**src/hdl/mxc_pkg.sv**
```systemverilog
// package for the external move target and port claim block
// assumes one 50 MHz clock and an 8-bit special register bus from the core
`default_nettype none
package mxc_pkg;
    // ==========================================================
    // register addresses on the special register bus
    localparam logic [7:0] MXC_PSC_ADDR = 8'h8f;
    localparam logic [7:0] MXC_DPS_ADDR = 8'ha2;
    localparam logic [7:0] MXC_CFG_ADDR = 8'ha3;
    localparam logic [7:0] MXC_PTRL_ADDR = 8'h82;
    localparam logic [7:0] MXC_PTRH_ADDR = 8'h83;
    // ==========================================================
    // reset values and writable masks
    localparam logic [7:0]  MXC_PSC_RST  = 8'h00;
    localparam logic [7:0]  MXC_DPS_RST  = 8'h00;
    localparam logic [7:0]  MXC_CFG_RST  = 8'h03;
    localparam logic [15:0] MXC_DP_RST   = 16'h0000;
    localparam logic [7:0]  MXC_PSC_MASK = 8'h07;
    localparam logic [7:0]  MXC_CFG_MASK = 8'h3f;
    // ==========================================================
    // field positions
    localparam int MXC_SCRATCH_BIT = 2;
    localparam int MXC_ERASE_BIT   = 1;
    localparam int MXC_WRITE_BIT   = 0;
    localparam int MXC_PORTSEL_BIT = 5;
    localparam int MXC_MODE_LSB    = 2;
    // ==========================================================
    // address space and timing
    localparam logic [15:0] MXC_ONCHIP_TOP = 16'h1000;
    localparam logic [6:0]  MXC_LOCK_PAGE  = 7'h7f;
    localparam logic [1:0]  MXC_MODE_INT   = 2'h0;
    localparam logic [1:0]  MXC_MODE_EXT   = 2'h3;
    localparam logic [2:0]  MXC_OFF_CYCLES = 3'h4;
    // ==========================================================
    // types
    typedef struct packed {
        logic       wr;
        logic       use_pointer;
        logic [7:0] ri;
        logic [7:0] wdata;
    } mxc_req_type;
    typedef struct packed {
        logic        claim;
        logic [15:0] addr;
        logic [7:0]  data;
        logic        data_oe;
        logic        rd_n;
        logic        wr_n;
    } mxc_pins_type;
    typedef enum logic [2:0] {TGT_RAM, TGT_OFF, TGT_FLASH_WR, TGT_ERASE, TGT_REFUSED} mxc_tgt_type;
    typedef enum logic [1:0] {ST_IDLE, ST_RUN, ST_DONE} mxc_state_type;
endpackage
`default_nettype wire

```
**src/hdl/mxc_external_move_ctrl.sv**
```systemverilog
// external move address forming, target steering and port claim control
// assumes the core issues one move request at a time and waits for done
`default_nettype none
// Summary of operation
// - program store control bits 7..3 read zero, writes ignored
// - scratchpad bit steers software flash access to the 128-byte sector
// - erase and write enable set: a move write erases the addressed page
// - erase of the page holding the lock bytes is refused
// - write enable set: move writes program flash, else go to data RAM or off-chip as the mode bits select
// - by default moves address the 4 kB on-chip data RAM
// - 8-bit form: page select gives high byte, R0/low byte
// - 16-bit form uses the whole data pointer
// - data pointer readable and writable as high and low bytes
// - interface sits on ports 0..3 or 4..7 by port select bit
// - pins are claimed only during an off-chip move
// - drivers of input pins are off during an off-chip move
// - pin output mode is never changed by the interface
// - page select NN picks the page 0xNN00..0xNNFF
// - port select 0 means ports 0..3, 1 means ports 4..7
// - flash writes and erases blocked unless the flash enable bit is set
module mxc_move_ctrl
    import mxc_pkg::*;
(
    input  wire logic        ref_clk,
    input  wire logic        rst_n,
    input  wire logic [7:0]  sfr_addr,
    input  wire logic        sfr_wr,
    input  wire logic        sfr_rd,
    input  wire logic [7:0]  sfr_wdata,
    output logic [7:0]       sfr_rdata,
    input  wire logic        flash_write_erase_enable,
    input  wire logic        move_req,
    input  wire mxc_req_type move,
    output logic             move_done,
    output logic [7:0]       move_rdata,
    output logic             ram_en,
    output logic             ram_we,
    output logic [11:0]      ram_addr,
    output logic [7:0]       ram_wdata,
    input  wire logic [7:0]  ram_rdata,
    output logic             flash_wr,
    output logic             flash_erase,
    output logic             flash_refused,
    output logic [15:0]      flash_addr,
    output logic [7:0]       flash_wdata,
    output logic             flash_scratch_sel,
    output mxc_pins_type     pins_lo,
    output mxc_pins_type     pins_hi,
    input  wire logic [7:0]  data_in_lo,
    input  wire logic [7:0]  data_in_hi
);
    logic [7:0]    program_store_control;
    logic [7:0]    data_page_select;
    logic [7:0]    interface_configuration;
    logic [15:0]   data_pointer;
    mxc_state_type state;
    mxc_tgt_type   tgt;
    mxc_tgt_type   next_tgt;
    logic [15:0]   next_ea;
    logic [15:0]   ea;
    logic [7:0]    wdata;
    logic          wr;
    logic          portsel;
    logic [2:0]    cnt;
    logic          last;
    logic          offchip;
    logic [7:0]    pin_rd;

    // ==========================================================
    // special register writes
    always_ff @(posedge ref_clk or negedge rst_n)
    begin
        if (!rst_n)
        begin
            program_store_control   <= MXC_PSC_RST;
            data_page_select        <= MXC_DPS_RST;
            interface_configuration <= MXC_CFG_RST;
            data_pointer            <= MXC_DP_RST;
        end
        else if (sfr_wr)
        begin
            if (sfr_addr == MXC_PSC_ADDR)
                program_store_control <= sfr_wdata & MXC_PSC_MASK;
            else if (sfr_addr == MXC_DPS_ADDR)
                data_page_select <= sfr_wdata;
            else if (sfr_addr == MXC_CFG_ADDR)
                interface_configuration <= sfr_wdata & MXC_CFG_MASK;
            else if (sfr_addr == MXC_PTRH_ADDR)
                data_pointer[15:8] <= sfr_wdata;
            else if (sfr_addr == MXC_PTRL_ADDR)
                data_pointer[7:0] <= sfr_wdata;
        end
    end

    // ==========================================================
    // registered read port, unmapped addresses read zero
    always_ff @(posedge ref_clk or negedge rst_n)
    begin
        if (!rst_n)
            sfr_rdata <= 8'h00;
        else if (sfr_rd)
        begin
            if (sfr_addr == MXC_PSC_ADDR)
                sfr_rdata <= program_store_control & MXC_PSC_MASK;
            else if (sfr_addr == MXC_DPS_ADDR)
                sfr_rdata <= data_page_select;
            else if (sfr_addr == MXC_CFG_ADDR)
                sfr_rdata <= interface_configuration;
            else if (sfr_addr == MXC_PTRH_ADDR)
                sfr_rdata <= data_pointer[15:8];
            else if (sfr_addr == MXC_PTRL_ADDR)
                sfr_rdata <= data_pointer[7:0];
            else
                sfr_rdata <= 8'h00;
        end
    end

    // ==========================================================
    // effective address and target of a new request
    always_comb
    begin
        logic [1:0] mode;
        mode = interface_configuration[MXC_MODE_LSB +: 2];
        if (move.use_pointer)
            next_ea = data_pointer;
        else
            next_ea = {data_page_select, move.ri};
        if (mode == MXC_MODE_EXT)
            offchip = 1'b1;
        else if (mode == MXC_MODE_INT)
            offchip = 1'b0;
        else
            offchip = (next_ea >= MXC_ONCHIP_TOP);
        if (move.wr && program_store_control[MXC_WRITE_BIT])
        begin
            if (!flash_write_erase_enable)
                next_tgt = TGT_REFUSED;
            else if (!program_store_control[MXC_ERASE_BIT])
                next_tgt = TGT_FLASH_WR;
            else if (next_ea[15:9] == MXC_LOCK_PAGE)
                next_tgt = TGT_REFUSED;
            else
                next_tgt = TGT_ERASE;
        end
        else if (offchip)
            next_tgt = TGT_OFF;
        else
            next_tgt = TGT_RAM;
    end

    // ==========================================================
    // request latch: settings act from the next request onward
    always_ff @(posedge ref_clk or negedge rst_n)
    begin
        if (!rst_n)
        begin
            tgt     <= TGT_RAM;
            ea      <= 16'h0000;
            wdata   <= 8'h00;
            wr      <= 1'b0;
            portsel <= 1'b0;
        end
        else if (state == ST_IDLE && move_req)
        begin
            tgt     <= next_tgt;
            ea      <= next_ea;
            wdata   <= move.wdata;
            wr      <= move.wr;
            portsel <= interface_configuration[MXC_PORTSEL_BIT];
        end
    end

    // ==========================================================
    // sequencer
    assign last = (tgt != TGT_OFF) || (cnt == MXC_OFF_CYCLES - 3'h1);

    always_ff @(posedge ref_clk or negedge rst_n)
    begin
        if (!rst_n)
        begin
            state <= ST_IDLE;
            cnt   <= 3'h0;
        end
        else
        begin
            case (state)
                ST_IDLE:
                begin
                    cnt <= 3'h0;
                    if (move_req)
                        state <= ST_RUN;
                end
                ST_RUN:
                begin
                    cnt <= cnt + 3'h1;
                    if (last)
                        state <= ST_DONE;
                end
                default:
                    state <= ST_IDLE;
            endcase
        end
    end

    // ==========================================================
    // one-cycle strobes toward on-chip RAM and flash
    always_ff @(posedge ref_clk or negedge rst_n)
    begin
        if (!rst_n)
        begin
            ram_en        <= 1'b0;
            ram_we        <= 1'b0;
            ram_addr      <= 12'h000;
            ram_wdata     <= 8'h00;
            flash_wr      <= 1'b0;
            flash_erase   <= 1'b0;
            flash_refused <= 1'b0;
            flash_addr    <= 16'h0000;
            flash_wdata   <= 8'h00;
        end
        else
        begin
            ram_en        <= state == ST_IDLE && move_req && next_tgt == TGT_RAM;
            ram_we        <= move.wr;
            ram_addr      <= next_ea[11:0];
            ram_wdata     <= move.wdata;
            flash_wr      <= state == ST_IDLE && move_req && next_tgt == TGT_FLASH_WR;
            flash_erase   <= state == ST_IDLE && move_req && next_tgt == TGT_ERASE;
            flash_refused <= state == ST_IDLE && move_req && next_tgt == TGT_REFUSED;
            flash_addr    <= next_ea;
            flash_wdata   <= move.wdata;
        end
    end

    // scratchpad steering follows the control bit
    assign flash_scratch_sel = program_store_control[MXC_SCRATCH_BIT];

    // ==========================================================
    // completion and read data back to the core
    always_ff @(posedge ref_clk or negedge rst_n)
    begin
        if (!rst_n)
        begin
            move_done  <= 1'b0;
            move_rdata <= 8'h00;
        end
        else
        begin
            move_done <= state == ST_RUN && last;
            if (state == ST_RUN && last && !wr)
                move_rdata <= (tgt == TGT_OFF) ? pin_rd : ram_rdata;
        end
    end

    // ==========================================================
    // pin claim only while an off-chip move runs; output mode untouched
    mxc_pin_steer u_pins (
        .ref_clk    (ref_clk),
        .rst_n      (rst_n),
        .active     (state == ST_RUN && tgt == TGT_OFF),
        .strobe     (cnt != 3'h0),
        .wr         (wr),
        .portsel    (portsel),
        .addr       (ea),
        .wdata      (wdata),
        .data_in_lo (data_in_lo),
        .data_in_hi (data_in_hi),
        .pins_lo    (pins_lo),
        .pins_hi    (pins_hi),
        .rd_data    (pin_rd)
    );
endmodule
`default_nettype wire

```
**src/hdl/mxc_pin_steer.sv**
```systemverilog
// port pin steering for the two port groups of the external interface
// assumes the caller holds active for the whole off-chip access
`default_nettype none
module mxc_pin_steer
    import mxc_pkg::*;
(
    input  wire logic       ref_clk,
    input  wire logic       rst_n,
    input  wire logic       active,
    input  wire logic       strobe,
    input  wire logic       wr,
    input  wire logic       portsel,
    input  wire logic [15:0] addr,
    input  wire logic [7:0] wdata,
    input  wire logic [7:0] data_in_lo,
    input  wire logic [7:0] data_in_hi,
    output mxc_pins_type    pins_lo,
    output mxc_pins_type    pins_hi,
    output logic [7:0]      rd_data
);
    mxc_pins_type pin_q [2];

    // ==========================================================
    // one pin register set per port group
    for (genvar g = 0; g < 2; g++)
    begin : g_grp
        logic sel;
        assign sel = active && (portsel == 1'(g));
        always_ff @(posedge ref_clk or negedge rst_n)
        begin
            if (!rst_n)
                pin_q[g] <= '{claim: 1'b0, addr: 16'h0000, data: 8'h00, data_oe: 1'b0, rd_n: 1'b1, wr_n: 1'b1};
            else
            begin
                pin_q[g].claim   <= sel;
                pin_q[g].addr    <= sel ? addr : 16'h0000;
                pin_q[g].data    <= sel ? wdata : 8'h00;
                pin_q[g].data_oe <= sel && wr;
                pin_q[g].rd_n    <= !(sel && strobe && !wr);
                pin_q[g].wr_n    <= !(sel && strobe && wr);
            end
        end
    end

    assign pins_lo = pin_q[0];
    assign pins_hi = pin_q[1];
    // read data from the group that is in use
    assign rd_data = portsel ? data_in_hi : data_in_lo;
endmodule
`default_nettype wire

```
**config.mk**
```make
export PLATFORM = sky130hd
export DESIGN_NAME = mxc_move_ctrl
export DESIGN_NICKNAME = d
export VERILOG_FILES = /design/src/hdl/mxc_pkg.sv /design/src/hdl/mxc_external_move_ctrl.sv /design/src/hdl/mxc_pin_steer.sv
export SDC_FILE = /design/constraint.sdc
export NUM_CORES = 1
export LEC_CHECK = 0
export ABC_CLOCK_PERIOD_IN_PS = 2000
export BUFFER_PORTS_ARGS = -buffer_cell sky130_fd_sc_hd__buf_2
export CORE_MARGIN = 2
export CORE_UTILIZATION = 52
export DETAILED_ROUTE_END_ITERATION = 7
export GPL_ROUTABILITY_DRIVEN = 1
export PLACE_DENSITY = 0.8
export SETUP_SLACK_MARGIN = 0.2
export SYNTH_ARGS = -nofsm -noshare
export SYNTH_HDL_FRONTEND = slang
export SYNTH_SLANG_ARGS = --single-unit
```
**constraint.sdc**
```tcl
create_clock -name ref_clk -period 2 [get_ports ref_clk]
set_input_delay 0.3 -clock ref_clk [delete_from_list [all_inputs] [get_ports ref_clk]]
set_output_delay 0.3 -clock ref_clk [all_outputs]
set_load 0.02 [all_outputs]
```
==> impl_metrics.json, run 1 <==
{
  "status": "finished, final reports clean",
  "drt-vias-per-instance": 5.03,
  "grt_setup_unrepaired": "false",
  "die_x_um": 117,
  "period_minus_slack_ns": 1.63,
  "post-route-util": 0.669,
  "grtUsageTotal": 0.233,
  "grt_pass1_vias": 4579,
  "finalHoldViolCount": 0,
  "wl_met2_um": 7740,
  "fill_cells": 951,
  "wl_met3_um": 723,
  "relSlewSlack": 0.557,
  "hpwl_um": 10800,
  "synthesis.instances": 533,
  "gr-total-overflow": 0,
  "yosysSeqAreaShare": 0.639,
  "yosys-top-cells-area": "dfrtp_1 62%, mux2_2 8.0%, nand2_1 5.6%",
  "synth_edf_count": 0,
  "crit_type": "primary input to flip-flop",
  "first_pass_iters": 4,
  "area_growth_pct": 26.3,
  "final_cell_count_no_fill": 902,
  "cts_root_buf": "clkbuf_16",
  "ys.flop_type": "dfrtp_1",
  "ctsResizeCount": 0,
  "synth_area_um2": 6630,
  "setup_slack_ns": 0.373,
  "hold_path_class": "primary input to flip-flop",
  "post_cts_buffers": 0,
  "drt_wl_total_um": 15100,
  "place_ws_ns": -0.0748,
  "synth.top_cell.area_share": 0.615,
  "max-clock-path-buffers": 2,
  "end_kind": "flip-flop",
  "critPathMaxFanout": 8,
  "met1Wirelength_um": 6420,
  "yosysMostFrequentCell": "dfrtp_1",
  "synth_top_area_cell": "dfrtp_1",
  "final_nets": 783,
  "cts_buffers": 17,
  "floorplan.initialDensity": 0.530,
  "place_congestion": 0.886,
  "placed_cell_area_um2": 7730,
  "rows": 41,
  "ys_warn_count": 0,
  "cts-htree-levels": 4,
  "die_h_um": 117,
  "avgSynthCellArea_um2": 12.4,
  "clkSinkCount": 169,
  "maxCapViolations": 0,
  "worstMarginPinSlew_ns": 0.659,
  "drtAntennaViolNets": 0,
  "ir_drop_uv": 527,
  "synth_fp_nets": 600,
  "yosys.cell_types.count": 42,
  "cts_tree": "yes",
  "final_area_um2": 8380,
  "ys_top_cells_by_count": "163 x dfrtp_1, 99 x nand2_1, 51 x and2_1, 47 x mux2_2, 20 x buf_4",
  "required_ns": 2.30,
  "layout-drive-gt1-share": 0.406,
  "setup_viol": 0,
  "final.setup_skew_ns": 0.0143,
  "antenna_found_initial": 1,
  "arrival_ns": 1.92,
  "grt_max_degree": 54,
  "io_buffers": 186,
  "avgRoutedWirePerCell_um": 16.7,
  "drcViolationCount": 0,
  "top_layer_used": "met4",
  "vias": 4533,
  "drtIter0Drc": 293,
  "ys_async_sr_fraction": 1.00,
  "fmax_mhz": 615,
  "power.density_nw_per_um2": 989,
  "finalCritPeriodShare": 0.813,
  "place_inst": 864,
  "ys_seq_elements": 169,
  "clkLatencyLatePin_ns": 0.42,
  "leakagePower_nw": 4.50,
  "grt_first_pass_wirelength_um": 23800,
  "core_um2": 12500,
  "die_area_um2": 13700,
  "num_io_pins": 187,
  "slew_violations": 0,
  "critPathLaunchType": "primary input",
  "clk_pin_slew_ns": 0.06
}
[layout make-up]
type	count	area, um2	share of cell area
Antenna cell	1	2.50	0.000299
Clock buffer	21	470	0.0562
Clock inverter	11	121	0.0145
Inverter	16	60.1	0.00717
Multi-Input combinational cell	308	2150	0.256
Sequential cell	169	4240	0.506
Tap cell	172	215	0.0257
Timing Repair Buffer	204	1120	0.134
[cells by family (layout without fill, tap and decap cells)]
group           Yosys count  after routing  share of synthesized area
compound gates           37             37                     0.0372
fa+ha+maj                 3              3                    0.00566
buf+inv                  56            252                     0.0432
flops                   169            169                      0.639
mux                      71             71                      0.127
other cells               0              1                          0
simple gates            197            197                      0.148
[timing repair]
action,CTS,global route
setup endpoints to repair,0,0
hold endpoints to repair,54,0
hold buffers,5,0
[layer usage]
metal | vias up | track usage
li1 | 2123 | -
met3 | 18 | 0.0566
met2 | 167 | 0.387
met1 | 2225 | 0.300
met4 | 0 | 0.0902
met5 | - | 0
[state kept, by name, indices dropped and copies added, names as in the netlist, 2 cells and up]
name,count
ea,16
flash_wdata,8
tgt,3
sfr_rdata,8
cnt,3
move_rdata,8
interface_configuration,6
u_pins.pins_lo,28
program_store_control,3
wdata,8
data_pointer,16
u_pins.pins_hi,28
data_page_select,8
flash_addr,16
state,2
[worst max-delay path, stage by stage]
cell and delay, ns:
buf_2 0.10, or3b_4 0.41, nor4b_4 0.38, and3_1 0.28, buf_12 0.15, mux2_4 0.29
[report_power, final]
group          internal [mW]  total [mW]  switching [mW]
clock                   1.93        3.21            1.27
sequential              3.73        3.96           0.230
combinational          0.430        1.12           0.691
total                   6.09        8.29            2.20
[worst paths after layout]
check | start | endpoint | slack [ns] | depth (start not counted)
worst max-delay path | sfr_addr[6] | data_pointer[15] | 0.37 | 6
worst min-delay path | move[3] | flash_wdata[3] | 0.02 | 1
worst max register to register | data_pointer[14] | tgt[0] | 0.38 | 4
worst min register to register | sfr_rdata[4] | sfr_rdata[4] | 0.49 | 1
max in group asynchronous | rst_n | u_pins.pins_lo[1] | 0.89 | 3
min in group asynchronous | rst_n | move_rdata[0] | 0.39 | 2
[placed cells by master (no fill, tap or decap), types with 4 or more instances in the layout]
cell type,n
nand3_1,7
o21ai_0,12
mux2_2,39
and2_1,52
dlygate4sd3_1,5
nor2b_1,4
buf_4,10
mux4_2,6
a21oi_1,7
mux2_4,8
buf_2,185
inv_1,15
mux2i_1,18
nor2_1,9
nand2b_1,4
clkbuf_16,17
and3_1,7
clkinvlp_4,5
o2bb2ai_1,5
dfrtp_1,163
dfstp_2,6
nand2_1,99
[stage by stage]
| stage | hold WS, ns | power, mW | setup TNS (ns) |
|---|---|---|---|
| after floorplan | 0.00441 | 4.65 | 0 |
| after global placement | 0.282 | 5.08 | 0 |
| after detailed placement | 0.286 | 5.13 | -1.50 |
| after CTS | 0.00000799 | 8.36 | 0 |
| after global routing | 0.00188 | 8.67 | 0 |
| final | 0.0165 | 8.29 | 0 |
(Power assumes the default switching activity.)
==> run 2, diff against run 1 <==
--- a/config.mk
+++ b/config.mk
@@ -5,7 +5,7 @@
 export SDC_FILE = /design/constraint.sdc
 export NUM_CORES = 1
 export LEC_CHECK = 0
-export ABC_CLOCK_PERIOD_IN_PS = 2000
+export ABC_CLOCK_PERIOD_IN_PS = 1650
 export BUFFER_PORTS_ARGS = -buffer_cell sky130_fd_sc_hd__buf_2
 export CORE_MARGIN = 2
 export CORE_UTILIZATION = 52
==> constraint.sdc (replaced) <==
create_clock -name ref_clk -period 1.65 [get_ports ref_clk]
set_input_delay 0.2475 -clock ref_clk [delete_from_list [all_inputs] [get_ports ref_clk]]
set_output_delay 0.2475 -clock ref_clk [all_outputs]
set_load 0.02 [all_outputs]
==> impl_metrics.json, run 2 (synthesis gave the netlist of run 1 again) <==
{
  "max-clock-path-buffers": 2,
  "final_common_cell": "buf_2",
  "slew_violations": 0,
  "cts_root_buf": "clkbuf_16",
  "first_pass_iters": 4,
  "crit_path_max_incr_delay_ns": 0.44,
  "die_area_um2": 13700,
  "critPathLaunchType": "flip-flop",
  "clk_pin_slew_ns": 0.06,
  "ir_drop_uv": 725,
  "final_area_um2": 8840,
  "grt_max_degree": 58,
  "grt_pass1_vias": 4833,
  "grtUsageTotal": 0.240,
  "final_nets": 816,
  "cp-endpoint": "tgt[0]",
  "required_ns": 1.96,
  "hold_path_class": "primary input to flip-flop",
  "maxCapViolations": 0,
  "drcViolationCount": 0,
  "drt_wl_total_um": 15900,
  "crit_type": "flip-flop to flip-flop",
  "die_x_um": 117,
  "r2r_slack_ns": 0.13,
  "status": "finished, final reports clean",
  "end_kind": "flip-flop",
  "leakagePower_nw": 4.70,
  "crit_family": "simple AND/OR/NAND/NOR gates",
  "gr-total-overflow": 0,
  "num_io_pins": 187,
  "core_um2": 12500,
  "die_h_um": 117,
  "layout-drive-gt1-share": 0.459,
  "hpwl_um": 11100,
  "relSlewSlack": 0.639,
  "cts_tree": "yes",
  "cp_num_cells": 4,
  "final_cell_mix": "185 x buf_2, 162 x dfrtp_1, 98 x nand2_1",
  "critPathMaxFanout": 4,
  "cts-htree-levels": 4,
  "floorplan.initialDensity": 0.530,
  "drtIter0Drc": 290,
  "critPathLaunch": "data_page_select[7]",
  "r2r_end": "tgt[0]",
  "period_minus_slack_ns": 1.52,
  "avgRoutedWirePerCell_um": 17.0,
  "clkSinkCount": 169,
  "antennaDiodeCount": 0,
  "tns_ns": 0,
  "reg2reg_from": "data_page_select[7]",
  "final.setup_skew_ns": 0.00994,
  "antenna_found_initial": 0,
  "worstMarginPinSlew_ns": 0.542,
  "io_buffers": 186,
  "path_buf_inv": 0,
  "grt_first_pass_wirelength_um": 24400,
  "path_cells": "nor4_2 -> a22oi_1 -> and4_1 -> a311o_1",
  "finalHoldViolCount": 0,
  "clkLatencyLatePin_ns": 0.42,
  "critPathSlowestCell": "dfrtp_1",
  "setup_viol": 0,
  "fmax_mhz": 659,
  "place_congestion": 0.931,
  "power.density_nw_per_um2": 1150,
  "grt_setup_unrepaired": "true",
  "rows": 41,
  "finalCritPeriodShare": 0.920,
  "worstRegToRegCells": 4,
  "cts_buffers": 17,
  "drtAntennaViolNets": 0,
  "arrival_ns": 1.83,
  "drt-vias-per-instance": 5.09,
  "placed_cell_area_um2": 7880,
  "vias": 4751,
  "area_growth_pct": 33.3
}
==> run 2: what timing repair did <==
item,in CTS,in global routing
pin swaps,4,11
endpoints found under the hold margin,54,0
gates resized for setup,15,25
gates cloned,0,2
hold buffers,10,0
endpoints found under the setup margin,87,49
setup buffers,8,3
==> run 2: area by class of cell <==
class                   instances  area (um2)
well taps                     172         215
inverters                      16        60.1
clock inverters                11         124
multi-input cells             308        2280
clock buffers                  21         450
fillers                       891        3680
repair buffers                237        1470
flip-flops and latches        169        4240
==> run 2: report_power, final <==
group | switching (mW) | leakage [nW] | total, mW | internal, mW
clock | 1.56 | 0.261 | 3.82 | 2.26
sequential | 0.279 | 2.25 | 4.80 | 4.52
combinational | 0.906 | 2.19 | 1.54 | 0.632
total | 2.75 | 4.70 | 10.2 | 7.41
==> run 2: per-layer routing <==
metal  GRT usage  part of all wire
met1       0.307              0.42
met2       0.400              0.51
met3      0.0525             0.045
met4      0.0973             0.025
met5           0                 0
==> run 2: worst min-delay path by stage <==
| stage | endpoint | cells after the start | start | slack (ns) |
|---|---|---|---|---|
| after floorplan | cnt[0] | 0 | rst_n | -0.05 |
| after global placement | u_pins.pins_hi[27] | 1 | rst_n | 0.24 |
| after detailed placement | u_pins.pins_hi[27] | 1 | rst_n | 0.25 |
| after CTS | flash_addr[1] | 2 | move[9] | 0.08 |
| after global routing | flash_addr[1] | 2 | move[9] | 0.08 |
| final | flash_addr[1] | 2 | move[9] | 0.09 |
==> run 2: metrics by stage <==
step / hold slack, ns / util / std cells / power (mW) / setup slack [ns]
2_1_floorplan: -0.0481 / - / 533 / 5.64 / -0.211
3_3_place_gp: 0.243 / 0.630 / 879 / 6.20 / -0.242
3_5_place_dp: 0.251 / 0.630 / 879 / 6.26 / -0.293
4_1_cts: 0.0752 / 0.694 / 929 / 10.2 / 0.154
5_1_grt: 0.0803 / 0.706 / 934 / 10.6 / 0.0437
6_report: 0.0886 / 0.706 / 934 / 10.2 / 0.132
==> run 3, diff against run 2 <==
--- a/config.mk
+++ b/config.mk
@@ -5,13 +5,14 @@
 export SDC_FILE = /design/constraint.sdc
 export NUM_CORES = 1
 export LEC_CHECK = 0
-export ABC_CLOCK_PERIOD_IN_PS = 1650
+export ABC_CLOCK_PERIOD_IN_PS = 1350
 export BUFFER_PORTS_ARGS = -buffer_cell sky130_fd_sc_hd__buf_2
 export CORE_MARGIN = 2
-export CORE_UTILIZATION = 52
+export CORE_UTILIZATION = 47
 export DETAILED_ROUTE_END_ITERATION = 7
 export GPL_ROUTABILITY_DRIVEN = 1
-export PLACE_DENSITY = 0.8
+export HOLD_SLACK_MARGIN = 0.1
+export PLACE_DENSITY = 0.76
 export SETUP_SLACK_MARGIN = 0.2
 export SYNTH_ARGS = -nofsm -noshare
 export SYNTH_HDL_FRONTEND = slang
==> constraint.sdc (replaced) <==
create_clock -name ref_clk -period 1.35 [get_ports ref_clk]
set_input_delay 0.2025 -clock ref_clk [delete_from_list [all_inputs] [get_ports ref_clk]]
set_output_delay 0.2025 -clock ref_clk [all_outputs]
set_load 0.02 [all_outputs]
==> impl_metrics.json, run 3 (synthesis gave the netlist of run 1 again) <==
{
  "swShare": 0.274,
  "cts_buffers": 17,
  "final_nets": 911,
  "cp_num_cells": 7,
  "die_h_um": 123,
  "drcViolationCount": 0,
  "final_common_cell": "dfrtp_1",
  "antenna_found_initial": 0,
  "r2r_end": "move_rdata[1]",
  "grtUsageTotal": 0.250,
  "tns_ns": -5.69,
  "relSlewSlack": 0.676,
  "grt_first_pass_wirelength_um": 28000,
  "ir_drop_uv": 969,
  "pwr-share-clk": 0.359,
  "place_congestion": 0.847,
  "pwr-share-comb": 0.220,
  "die_x_um": 123,
  "reg2reg_from": "cnt[1]",
  "grt_max_degree": 46,
  "arrival_ns": 1.93,
  "antennaDiodeCount": 0,
  "critPathLaunchType": "flip-flop",
  "setup_slack_ns": -0.235,
  "leakagePower_nw": 5.67,
  "max-clock-path-buffers": 2,
  "num_io_pins": 187,
  "clkLatencyLatePin_ns": 0.43,
  "drt_wl_total_um": 21400,
  "seqPwrFrac": 0.421,
  "vias": 5379,
  "drtAntennaViolNets": 0,
  "hold_path_class": "primary input to flip-flop",
  "required_ns": 1.69,
  "avgRoutedWirePerCell_um": 20.7,
  "cts-htree-levels": 4,
  "crit_family": "flip-flops",
  "worstMarginPinSlew_ns": 0.487,
  "grt_pass1_vias": 5287,
  "layout-drive-gt1-share": 0.591,
  "drtIter0Drc": 358,
  "power.internal_mw": 10.3,
  "status": "finished, violations left",
  "placed_cell_area_um2": 8260,
  "grt_setup_unrepaired": "true",
  "final_area_um2": 11100,
  "place_ws_ns": -0.618,
  "final.setup_skew_ns": 0.00875,
  "rows": 43,
  "finalHoldViolCount": 0,
  "finalCritPeriodShare": 1.17,
  "power.density_nw_per_um2": 1280,
  "first_pass_iters": 4,
  "p_sw_mw": 3.87,
  "critPathSlowestCell": "dfrtp_1",
  "crit_path_max_incr_delay_ns": 0.39,
  "clkSinkCount": 169,
  "cts_tree": "yes",
  "gr-total-overflow": 0,
  "violations": "negative setup slack",
  "holdPathEnd": "move_rdata[0]",
  "maxCapViolations": 0,
  "final_cell_mix": "163 x dfrtp_1, 153 x buf_6, 74 x buf_4",
  "slew_violations": 0,
  "hold_start": "ram_rdata[0]",
  "clk_pin_slew_ns": 0.06,
  "floorplan.initialDensity": 0.480,
  "fill_cells": 730,
  "end_kind": "flip-flop",
  "setup_viol": 87,
  "io_buffers": 186,
  "drt-vias-per-instance": 5.19,
  "critPathMaxFanout": 8,
  "worstRegToRegCells": 7,
  "path_cells": "ha_2 -> ha_4 -> inv_2 -> a21oi_2 -> nor2b_4 -> buf_8 -> mux2i_1",
  "path_buf_inv": 2,
  "cts_root_buf": "clkbuf_16",
  "fmax_mhz": 631,
  "hpwl_um": 11500,
  "period_minus_slack_ns": 1.59,
  "min_path_cells": 3,
  "crit_type": "flip-flop to flip-flop",
  "r2r_slack_ns": -0.24,
  "area_growth_pct": 67.2,
  "core_um2": 13800,
  "die_area_um2": 15100
}
-- run 3: cell count changes in the layout (fill, tap and decap cells not counted), sizes merged --
cell         before  now
and3              7   10
bufinv            2    4
clkinvlp          6    0
clkbuf           23   27
buf             225  298
dlygate4sd3      10   27
clkinv            4    5
-- run 3: per-layer routing --
metal,vias to the layer above,track usage,share of wire
met4,0,0.106,0.025
met2,218,0.425,0.54
met1,2723,0.311,0.38
met3,45,0.0507,0.049
li1,2393,-,-
met5,-,0,0
-- run 3: how the worst max path moves through the flow --
stage                start                         end
3_5_place_dp   sfr_addr[6]  interface_configuration[5]
4_1_cts             cnt[0]               move_rdata[2]
2_1_floorplan  sfr_addr[6]            data_pointer[10]
6_report            cnt[1]               move_rdata[1]
5_1_grt             cnt[1]               move_rdata[7]
3_3_place_gp   sfr_addr[6]  interface_configuration[3]
-- run 3: tightest hold or removal path, stage by stage --
cell     delay [ns]
buf_2          0.07
o21ai_0        0.08
mux2i_1        0.13
-- run 3: what timing repair did --
item	4_1_cts	5_1_grt
endpoints found under the hold margin	99	1
pin swaps	28	64
hold buffers	26	1
gates cloned	4	4
endpoints found under the setup margin	225	263
gates resized for setup	246	191
setup buffers	25	19
-- run 3: area by class of cell --
type,instances,area (um2),share of cell area
well taps,180,225,0.0203
multi-input cells,311,2800,0.253
flip-flops and latches,169,4240,0.382
clock buffers,23,468,0.0422
inverters,16,65.1,0.00587
clock inverters,8,144,0.0130
repair buffers,329,3140,0.284
-- run 3: power by group through the flow --
stage          clock network, mW  logic (mW)  registers (mW)
6_report                    5.08        3.11            5.95
5_1_grt                     5.36        3.29            5.98
4_1_cts                     5.07        2.51            5.90
3_5_place_dp                   0        1.93            5.92
3_3_place_gp                   0        1.87            5.89
2_1_floorplan                  0       0.921            6.08
-- run 3: per-stage QoR --
step	power (mW)	std cells	util	hold slack, ns
finish	14.1	1036	0.802	0.109
detailed placement	7.85	926	0.597	0.183
floorplan	7.00	533	-	-0.0931
global placement	7.76	926	0.597	0.174
global route	14.6	1036	0.802	0.105
CTS	13.5	1012	0.737	0.102
